File: config.mk
export PLATFORM = sky130hd
export DESIGN_NAME = sle_exec
export DESIGN_NICKNAME = d
export VERILOG_FILES = /design/src/logic/sle_pkg.sv /design/src/logic/sle_phase_seq.sv /design/src/logic/sle_lit_sub.sv /design/src/logic/sle_exec.sv
export SDC_FILE = /design/constraint.sdc
export NUM_CORES = 1
export LEC_CHECK = 0
export BUFFER_PORTS_ARGS = -buffer_cell sky130_fd_sc_hd__buf_2
export CAP_MARGIN = 20
export CORE_ASPECT_RATIO = 1.75
export CORE_MARGIN = 2
export CORE_UTILIZATION = 50
export DETAILED_ROUTE_END_ITERATION = 12
export PLACE_DENSITY_LB_ADDON = 0.08
export SYNTH_ARGS = -nofsm -noshare
export SYNTH_HDL_FRONTEND = slang
export SYNTH_SLANG_ARGS = --single-unit
export TNS_END_PERCENT = 10
File: constraint.sdc
create_clock -name i_clk_sys -period 1.9 [get_ports i_clk_sys]
set_input_delay 0.095 -clock i_clk_sys [delete_from_list [all_inputs] [get_ports i_clk_sys]]
set_output_delay 0.095 -clock i_clk_sys [all_outputs]
set_load 0.1 [all_outputs]
File: src/logic/sle_pkg.sv
// Constants, register map and types of the sleep and literal-subtract executor.
// Assumes a single 250 MHz core clock and an AXI4-Lite master with 32-bit data.
// Function
// - The low-power entry instruction is recognised by its fixed 14-bit opcode, one word, one cycle.
// - Executing it clears the guard timer count and the guard timer prescaler.
// - Executing it sets the active-low timeout flag to one and clears the active-low sleep flag.
// - It decodes in phase one, idles in phases two and three and halts in phase four.
// - While halted by it, the oscillator is kept stopped.
// - The literal-minus-accumulator instruction decodes from prefix 11 110x with an 8-bit immediate.
// - It computes immediate minus accumulator and writes the difference to the accumulator.
// - The subtraction adds the two's complement of the accumulator to the immediate.
// - It updates borrow, nibble borrow and zero flags and leaves other status bits alone.
// - It decodes in phase one, reads the immediate in two, computes in three, writes in four.
// - The borrow flag is cleared for a negative result, which wraps, and set otherwise.
package sle_pkg;

  localparam logic [7:0]  ADR_INSTR    = 8'h00;
  localparam logic [7:0]  ADR_ACC      = 8'h04;
  localparam logic [7:0]  ADR_STATUS   = 8'h08;
  localparam logic [7:0]  ADR_WAKE     = 8'h0c;
  localparam logic [7:0]  ADR_GUARD    = 8'h10;

  localparam logic [13:0] OP_SLEEP     = 14'h0063;
  localparam logic [4:0]  OP_SUB_PFX   = 5'h1e;
  localparam int          OP_PFX_LSB   = 9;

  localparam int          ST_CARRY     = 0;
  localparam int          ST_HALF      = 1;
  localparam int          ST_ZERO      = 2;
  localparam int          ST_SLEEP_N   = 3;
  localparam int          ST_TOUT_N    = 4;
  localparam int          ST_HALTED    = 5;
  localparam int          ST_BUSY      = 6;
  localparam int          ST_BADOP     = 7;

  localparam logic [7:0]  ACC_RST      = 8'h00;
  localparam logic [13:0] INSTR_RST    = 14'h0000;
  localparam logic [7:0]  PRE_RST      = 8'h00;
  localparam logic [7:0]  GUARD_RST    = 8'h00;
  localparam logic [7:0]  PRE_MAX      = 8'hff;
  localparam logic [7:0]  GUARD_MAX    = 8'hff;

  localparam logic [1:0]  RESP_OKAY    = 2'h0;
  localparam logic [1:0]  RESP_SLVERR  = 2'h2;

  typedef enum logic [1:0] {
    PH_DECODE,
    PH_READ,
    PH_PROC,
    PH_WRITE
  } sle_phase_type;

  typedef enum logic [1:0] {
    OPK_NONE,
    OPK_SLEEP,
    OPK_SUB
  } sle_opk_type;

endpackage : sle_pkg

File: src/logic/sle_phase_seq.sv
// Four-phase sequencer: one phase per core clock for one instruction cycle.
// Assumes start is a one-cycle pulse from logic on the same clock.
`timescale 1ns/1ps
module sle_phase_seq (
  input  wire logic                   i_clk_sys,
  input  wire logic                   i_rst_b,
  input  wire logic                   i_start,
  output logic                        o_active,
  output sle_pkg::sle_phase_type      o_phase
);

  typedef struct packed {
    logic                   active;
    sle_pkg::sle_phase_type phase;
  } sle_seq_type;

  sle_seq_type seq_reg;
  sle_seq_type seq_next;

  always_comb begin
    seq_next = seq_reg;
    if (seq_reg.active) begin
      unique case (seq_reg.phase)
        sle_pkg::PH_DECODE: seq_next.phase = sle_pkg::PH_READ;
        sle_pkg::PH_READ:   seq_next.phase = sle_pkg::PH_PROC;
        sle_pkg::PH_PROC:   seq_next.phase = sle_pkg::PH_WRITE;
        sle_pkg::PH_WRITE:  seq_next.active = 1'b0;
      endcase
    end else if (i_start) begin
      seq_next.active = 1'b1;
      seq_next.phase  = sle_pkg::PH_DECODE;
    end
  end

  always_ff @(posedge i_clk_sys) begin
    if (!i_rst_b) begin
      seq_reg <= '{active: 1'b0, phase: sle_pkg::PH_DECODE};
    end else begin
      seq_reg <= seq_next;
    end
  end

  assign o_active = seq_reg.active;
  assign o_phase  = seq_reg.phase;

endmodule : sle_phase_seq

File: src/logic/sle_lit_sub.sv
// Combinational literal minus accumulator datapath with its three flags.
// Assumes both operands are stable for the phase in which the result is taken.
`timescale 1ns/1ps
module sle_lit_sub (
  input  wire logic [7:0] i_lit,
  input  wire logic [7:0] i_acc,
  output logic      [7:0] o_diff,
  output logic            o_carry,
  output logic            o_half,
  output logic            o_zero
);

  logic [8:0] sum;
  logic [4:0] low;

  assign sum     = {1'b0, i_lit} + {1'b0, ~i_acc} + 9'h001;
  assign low     = {1'b0, i_lit[3:0]} + {1'b0, ~i_acc[3:0]} + 5'h01;
  assign o_diff  = sum[7:0];
  assign o_carry = sum[8];
  assign o_half  = low[4];
  assign o_zero  = (sum[7:0] == 8'h00);

endmodule : sle_lit_sub

File: src/logic/sle_exec.sv
// Executor for the low-power entry and literal-minus-accumulator instructions.
// Assumes an AXI4-Lite master on i_clk_sys with one write and one read in flight.
//
// Decided for this implementation: the AXI4-Lite slave port and the address map.
`timescale 1ns/1ps
module sle_exec (
  input  wire logic        i_clk_sys,
  input  wire logic        i_rst_b,
  input  wire logic [7:0]  i_s_axi_awaddr,
  input  wire logic        i_s_axi_awvalid,
  output logic             o_s_axi_awready,
  input  wire logic [31:0] i_s_axi_wdata,
  input  wire logic [3:0]  i_s_axi_wstrb,
  input  wire logic        i_s_axi_wvalid,
  output logic             o_s_axi_wready,
  output logic [1:0]       o_s_axi_bresp,
  output logic             o_s_axi_bvalid,
  input  wire logic        i_s_axi_bready,
  input  wire logic [7:0]  i_s_axi_araddr,
  input  wire logic        i_s_axi_arvalid,
  output logic             o_s_axi_arready,
  output logic [31:0]      o_s_axi_rdata,
  output logic [1:0]       o_s_axi_rresp,
  output logic             o_s_axi_rvalid,
  input  wire logic        i_s_axi_rready,
  output logic             o_osc_run,
  output logic             o_halted,
  output logic             o_guard_expire
);

  typedef struct packed {
    logic                 aw_got;
    logic [7:0]           aw_addr;
    logic                 w_got;
    logic [31:0]          w_data;
    logic [3:0]           w_strb;
    logic                 bvalid;
    logic [1:0]           bresp;
    logic                 rvalid;
    logic [31:0]          rdata;
    logic [1:0]           rresp;
    logic [13:0]          instr;
    sle_pkg::sle_opk_type opk;
    logic [7:0]           operand;
    logic [7:0]           res;
    logic                 res_carry;
    logic                 res_half;
    logic                 res_zero;
    logic [7:0]           acc;
    logic                 carry_flag;
    logic                 half_borrow_not_flag;
    logic                 zero_flag;
    logic                 sleep_entered_flag_n;
    logic                 timeout_flag_n;
    logic                 halted;
    logic                 badop;
    logic [7:0]           prescale;
    logic [7:0]           guard_timer;
    logic                 expire;
  } sle_state_type;

  sle_state_type          st_reg;
  sle_state_type          st_next;
  logic                   go;
  logic                   busy;
  sle_pkg::sle_phase_type phase;
  logic                   phase_four;
  logic [7:0]             sub_diff;
  logic                   sub_carry;
  logic                   sub_half;
  logic                   sub_zero;
  logic [7:0]             status_byte;

  sle_phase_seq u_phase (
    .i_clk_sys (i_clk_sys),
    .i_rst_b   (i_rst_b),
    .i_start   (go),
    .o_active  (busy),
    .o_phase   (phase)
  );

  sle_lit_sub u_sub (
    .i_lit   (st_reg.operand),
    .i_acc   (st_reg.acc),
    .o_diff  (sub_diff),
    .o_carry (sub_carry),
    .o_half  (sub_half),
    .o_zero  (sub_zero)
  );

  assign phase_four = busy && (phase == sle_pkg::PH_WRITE);

  always_comb begin
    status_byte                        = 8'h00;
    status_byte[sle_pkg::ST_CARRY]     = st_reg.carry_flag;
    status_byte[sle_pkg::ST_HALF]      = st_reg.half_borrow_not_flag;
    status_byte[sle_pkg::ST_ZERO]      = st_reg.zero_flag;
    status_byte[sle_pkg::ST_SLEEP_N]   = st_reg.sleep_entered_flag_n;
    status_byte[sle_pkg::ST_TOUT_N]    = st_reg.timeout_flag_n;
    status_byte[sle_pkg::ST_HALTED]    = st_reg.halted;
    status_byte[sle_pkg::ST_BUSY]      = busy;
    status_byte[sle_pkg::ST_BADOP]     = st_reg.badop;
  end

  // Write channels are held off until the pending response is taken.
  assign o_s_axi_awready = !st_reg.aw_got && !st_reg.bvalid;
  assign o_s_axi_wready  = !st_reg.w_got && !st_reg.bvalid;
  assign o_s_axi_arready = !st_reg.rvalid;

  always_comb begin
    st_next        = st_reg;
    go             = 1'b0;
    st_next.expire = 1'b0;

    // Address and data may arrive in either order.
    if (i_s_axi_awvalid && o_s_axi_awready) begin
      st_next.aw_got  = 1'b1;
      st_next.aw_addr = i_s_axi_awaddr;
    end
    if (i_s_axi_wvalid && o_s_axi_wready) begin
      st_next.w_got  = 1'b1;
      st_next.w_data = i_s_axi_wdata;
      st_next.w_strb = i_s_axi_wstrb;
    end
    if (st_reg.bvalid && i_s_axi_bready) begin
      st_next.bvalid = 1'b0;
    end

    // Register write, once both halves are held.
    if (st_reg.aw_got && st_reg.w_got && !st_reg.bvalid) begin
      st_next.aw_got = 1'b0;
      st_next.w_got  = 1'b0;
      st_next.bvalid = 1'b1;
      st_next.bresp  = sle_pkg::RESP_OKAY;
      unique case (st_reg.aw_addr)
        sle_pkg::ADR_INSTR: begin
          // A new instruction starts only when idle and awake.
          if (&st_reg.w_strb[1:0] && !busy && !st_reg.halted) begin
            st_next.instr = st_reg.w_data[13:0];
            go            = 1'b1;
          end
        end
        sle_pkg::ADR_ACC: begin
          if (st_reg.w_strb[0]) begin
            st_next.acc = st_reg.w_data[7:0];
          end
        end
        sle_pkg::ADR_STATUS: begin
          if (st_reg.w_strb[0]) begin
            st_next.carry_flag           = st_reg.w_data[sle_pkg::ST_CARRY];
            st_next.half_borrow_not_flag = st_reg.w_data[sle_pkg::ST_HALF];
            st_next.zero_flag            = st_reg.w_data[sle_pkg::ST_ZERO];
            st_next.sleep_entered_flag_n = st_reg.w_data[sle_pkg::ST_SLEEP_N];
            st_next.timeout_flag_n       = st_reg.w_data[sle_pkg::ST_TOUT_N];
            st_next.badop                = st_reg.w_data[sle_pkg::ST_BADOP];
          end
        end
        sle_pkg::ADR_WAKE: begin
          if (st_reg.w_strb[0] && st_reg.w_data[0]) begin
            st_next.halted = 1'b0;
          end
        end
        sle_pkg::ADR_GUARD: begin
          // The guard timer count is read only.
        end
        default: begin
          st_next.bresp = sle_pkg::RESP_SLVERR;
        end
      endcase
    end

    // Read channel answers one cycle after the address is taken.
    if (st_reg.rvalid && i_s_axi_rready) begin
      st_next.rvalid = 1'b0;
    end
    if (i_s_axi_arvalid && o_s_axi_arready) begin
      st_next.rvalid = 1'b1;
      st_next.rresp  = sle_pkg::RESP_OKAY;
      unique case (i_s_axi_araddr)
        sle_pkg::ADR_INSTR:  st_next.rdata = {18'h00000, st_reg.instr};
        sle_pkg::ADR_ACC:    st_next.rdata = {24'h000000, st_reg.acc};
        sle_pkg::ADR_STATUS: st_next.rdata = {24'h000000, status_byte};
        sle_pkg::ADR_WAKE:   st_next.rdata = 32'h0000_0000;
        sle_pkg::ADR_GUARD:  st_next.rdata = {24'h000000, st_reg.guard_timer};
        default: begin
          st_next.rdata = 32'h0000_0000;
          st_next.rresp = sle_pkg::RESP_SLVERR;
        end
      endcase
    end

    // Guard timer advances through its prescaler once every 256 core clocks.
    st_next.prescale = st_reg.prescale + 8'h01;
    if (st_reg.prescale == sle_pkg::PRE_MAX) begin
      st_next.guard_timer = st_reg.guard_timer + 8'h01;
      if (st_reg.guard_timer == sle_pkg::GUARD_MAX) begin
        st_next.expire         = 1'b1;
        st_next.timeout_flag_n = 1'b0;
        st_next.halted         = 1'b0;
      end
    end

    // Instruction phases; these updates win over a same-cycle software write.
    if (busy) begin
      unique case (phase)
        sle_pkg::PH_DECODE: begin
          if (st_reg.instr == sle_pkg::OP_SLEEP) begin
            st_next.opk = sle_pkg::OPK_SLEEP;
          end else if (st_reg.instr[13:sle_pkg::OP_PFX_LSB] == sle_pkg::OP_SUB_PFX) begin
            st_next.opk = sle_pkg::OPK_SUB;
          end else begin
            st_next.opk   = sle_pkg::OPK_NONE;
            st_next.badop = 1'b1;
          end
        end
        sle_pkg::PH_READ: begin
          if (st_reg.opk == sle_pkg::OPK_SUB) begin
            st_next.operand = st_reg.instr[7:0];
          end
        end
        sle_pkg::PH_PROC: begin
          if (st_reg.opk == sle_pkg::OPK_SUB) begin
            st_next.res       = sub_diff;
            st_next.res_carry = sub_carry;
            st_next.res_half  = sub_half;
            st_next.res_zero  = sub_zero;
          end
        end
        sle_pkg::PH_WRITE: begin
          if (st_reg.opk == sle_pkg::OPK_SUB) begin
            st_next.acc                  = st_reg.res;
            st_next.carry_flag           = st_reg.res_carry;
            st_next.half_borrow_not_flag = st_reg.res_half;
            st_next.zero_flag            = st_reg.res_zero;
          end else if (st_reg.opk == sle_pkg::OPK_SLEEP) begin
            st_next.prescale             = sle_pkg::PRE_RST;
            st_next.guard_timer          = sle_pkg::GUARD_RST;
            st_next.expire               = 1'b0;
            st_next.timeout_flag_n       = 1'b1;
            st_next.sleep_entered_flag_n = 1'b0;
            st_next.halted               = 1'b1;
          end
        end
      endcase
    end
  end

  always_ff @(posedge i_clk_sys) begin
    if (!i_rst_b) begin
      st_reg                      <= '0;
      st_reg.instr                <= sle_pkg::INSTR_RST;
      st_reg.opk                  <= sle_pkg::OPK_NONE;
      st_reg.acc                  <= sle_pkg::ACC_RST;
      st_reg.sleep_entered_flag_n <= 1'b1;
      st_reg.timeout_flag_n       <= 1'b1;
      st_reg.prescale             <= sle_pkg::PRE_RST;
      st_reg.guard_timer          <= sle_pkg::GUARD_RST;
    end else begin
      st_reg <= st_next;
    end
  end

  assign o_s_axi_bvalid = st_reg.bvalid;
  assign o_s_axi_bresp  = st_reg.bresp;
  assign o_s_axi_rvalid = st_reg.rvalid;
  assign o_s_axi_rdata  = st_reg.rdata;
  assign o_s_axi_rresp  = st_reg.rresp;
  assign o_osc_run      = !st_reg.halted;
  assign o_halted       = st_reg.halted;
  assign o_guard_expire = st_reg.expire;

endmodule : sle_exec

==> results.cfg <==
[flow_run]
cap_violations = 0

[layout]
final_cells = 892
n_fill_cell = 947
drive_above_1_share = 0.2375
antennaDiodeCount = 0
largest_register_ffs = 91
area_growth_pct = 26.51
multi_input_area_sq_um = 2918
finalNetCount = 824
final-seq-area_sq_um = 2292

[floorplan]
die_w_um = 83.44
rows = 50
coreArea_sq_um = 10760
fp.dieH_um = 143.0
die_area_sq_um = 11930
num_io_pins = 103
initial_core_util = 0.5131

[synthesis]
ys_seq_area_frac = 0.4133
synthTopCellsByCount = nand2_1, dfxtp_1, a21boi_0
yosysMostFrequentCell = nand2_1
synth_ff_type = dfxtp_1
synth_top_area_cell = dfxtp_1
synth_cells = 643
synthTopCellsByArea = dfxtp_1, nand2_1, a21boi_0
yosysTopAreaCellShare = 0.4133
yosys_warnings = 0
ys_ff_latch = 114
postSynth.asyncResetShare = 0
ys_types = 58
synth_edf_count = 0
syn_area_sq_um = 5522
avgSynthCellArea_sq_um = 8.587

[sta]
finalHoldViolations = 0
grt_setup_unrepaired = true
setup_viol = 2
min_period_over_period = 1.012
fin_crit_ps = 1924
fin_ws_ps = -23.61
setup_tns_ps = -27.97
max_freq_ghz = 0.5199
fin_skew_ps = 8.560
worst_slew_pin_slew_ps = 833.3
finalMaxSlewViolations = 0
slew_headroom = 0.4433

[outcome]
violations = negative setup slack
status = finished with violations

[clock_tree]
path_clk_slew_ps = 60
post-cts-setup-buffers = 0
clk-insertion-delay-late_ps = 410
cts_root_buffer = clkbuf_16
clk_path_buf_depth = 2
htreeDepth = 4
cts_tree = built
cts.sinks = 114
cts_made_buffers = 17

[detailed_routing]
wl_per_cell_um = 15.09
via_per_inst = 5.234
final_antenna_net_count = 0
drcViolationCount = 0
drtPass1Iterations = 4
num_vias = 4669
drt-initial-drc-count = 258
wirelength_mm = 13.46

[global_route]
grt_pass1_vias = 4585
grt_util_all_layers = 0.2350
grt_antenna_before_repair = 0
grt_max_degree = 37
grt_first_pass_wirelength_mm = 22.18
overflow = 0

[power_and_ir_drop]
p_leak_nw = 2.959
p_per_area_nw_per_um2 = 906.0
peakVddDrop_v = 0.0005776
total_power_mw = 6.329

[critical_path]
worstPathRequired_ps = 2200
endpoint_kind = flop
critPathKind = flop to flop
cp-start-kind = flop
cp_max_fo = 6
arrival_ps = 2230

[placement]
port-buffer-count = 62
dp.cells = 832
hpwlAfterDp_mm = 9.863
gp_congestion = 0.9107

[min_path]
hp-class = input port to flop
==> logic make-up (layout without fill, tap and decap cells) <==
family,Yosys count,count (layout),synth area share
muxes,23,23,0.04283
AOI/OAI and AO/OA,147,147,0.1842
DFF,114,114,0.4133
adders and majority gates,17,17,0.03943
xor gates and xnor gates,15,15,0.02379
and+or+nand+nor,244,244,0.2107
buffers and inverters,82,182,0.08498
other,1,20,0.0006792
==> where the power goes <==
| part | switching, mW | internal, mW | leakage [nW] |
|---|---|---|---|
| Sequential | 0.0414 | 2.44 | 0.926 |
| Combinational | 0.428 | 0.170 | 1.75 |
| Clock | 1.18 | 2.07 | 0.286 |
| Total | 1.65 | 4.68 | 2.96 |
==> repair_timing <==
action                                  in CTS  in global routing
gates resized for setup                     11                 16
hold buffers                                28                  0
endpoints found under the setup margin       7                 28
pin swaps                                    5                  4
hold endpoints to repair                    27                  0
==> final cells by class <==
type | instances | share of cell area
clock buffer | 17 | 0.06090
clock inverter | 15 | 0.02615
inverter | 15 | 0.008598
multi-input combinational | 466 | 0.4177
sequential | 114 | 0.3281
tap | 130 | 0.02328
timing repair buffer | 135 | 0.1352
==> stage by stage <==
step / hold slack (ps) / worst slack, ps / cell area (sq um) / utilization
after floorplan: 232.1 / -60.47 / 5620 / -
after global placement: 342.7 / -167.7 / 6030 / 0.5603
after detailed placement: 352.4 / -210.4 / 6030 / 0.5603
after CTS: 62.92 / -25.52 / 6953 / 0.6462
after global routing: 105.9 / -91.86 / 6985 / 0.6492
final: 76.70 / -23.61 / 6985 / 0.6492
==> layout by cell type (no fill, tap or decap), types with 17 or more instances in the layout <==
cell type      netlist  routed
nor2_1              33      30
mux2i_1             21      21
a21boi_0            43      40
conb_1               1      20
buf_2                2      62
nor2b_1             18      18
dfxtp_1            114     110
a21oi_1             24      22
dlygate4sd3_1        0      28
o21ai_0             35      31
clkbuf_16            0      17
nand2_1            129     129
buf_4               36      43
==> per-layer routing <==
| metal | share of wire | wire length, um | GRT usage | up-vias |
|---|---|---|---|---|
| li1 | - | - | - | 2344 |
| met1 | 0.39 | 5309 | 0.2517 | 2193 |
| met2 | 0.54 | 7280 | 0.4334 | 99 |
| met3 | 0.030 | 402 | 0.05202 | 33 |
| met4 | 0.035 | 467 | 0.1138 | 0 |
| met5 | 0 | 0 | 0 | - |
==> worst max-delay path, stage by stage, from the launching register on <==
cell and delay (ps):
dfxtp_1 310, or4_4 550, nor4_4 150, buf_4 190, nand3b_4 150, mux2_4 330
a21o_1 150
==> path summary, 6_finish.rpt <==
check	startpoint	end	slack, ps	cells after the start
max	st_reg[143]	st_reg[19]	-20	6
min	i_s_axi_araddr[6]	o_s_axi_rresp[1]	80	4
max reg2reg	st_reg[143]	st_reg[19]	-20	6
min reg2reg	st_reg[9]	st_reg[9]	440	1
No activity file was read; power rests on OpenSTA's default activity.
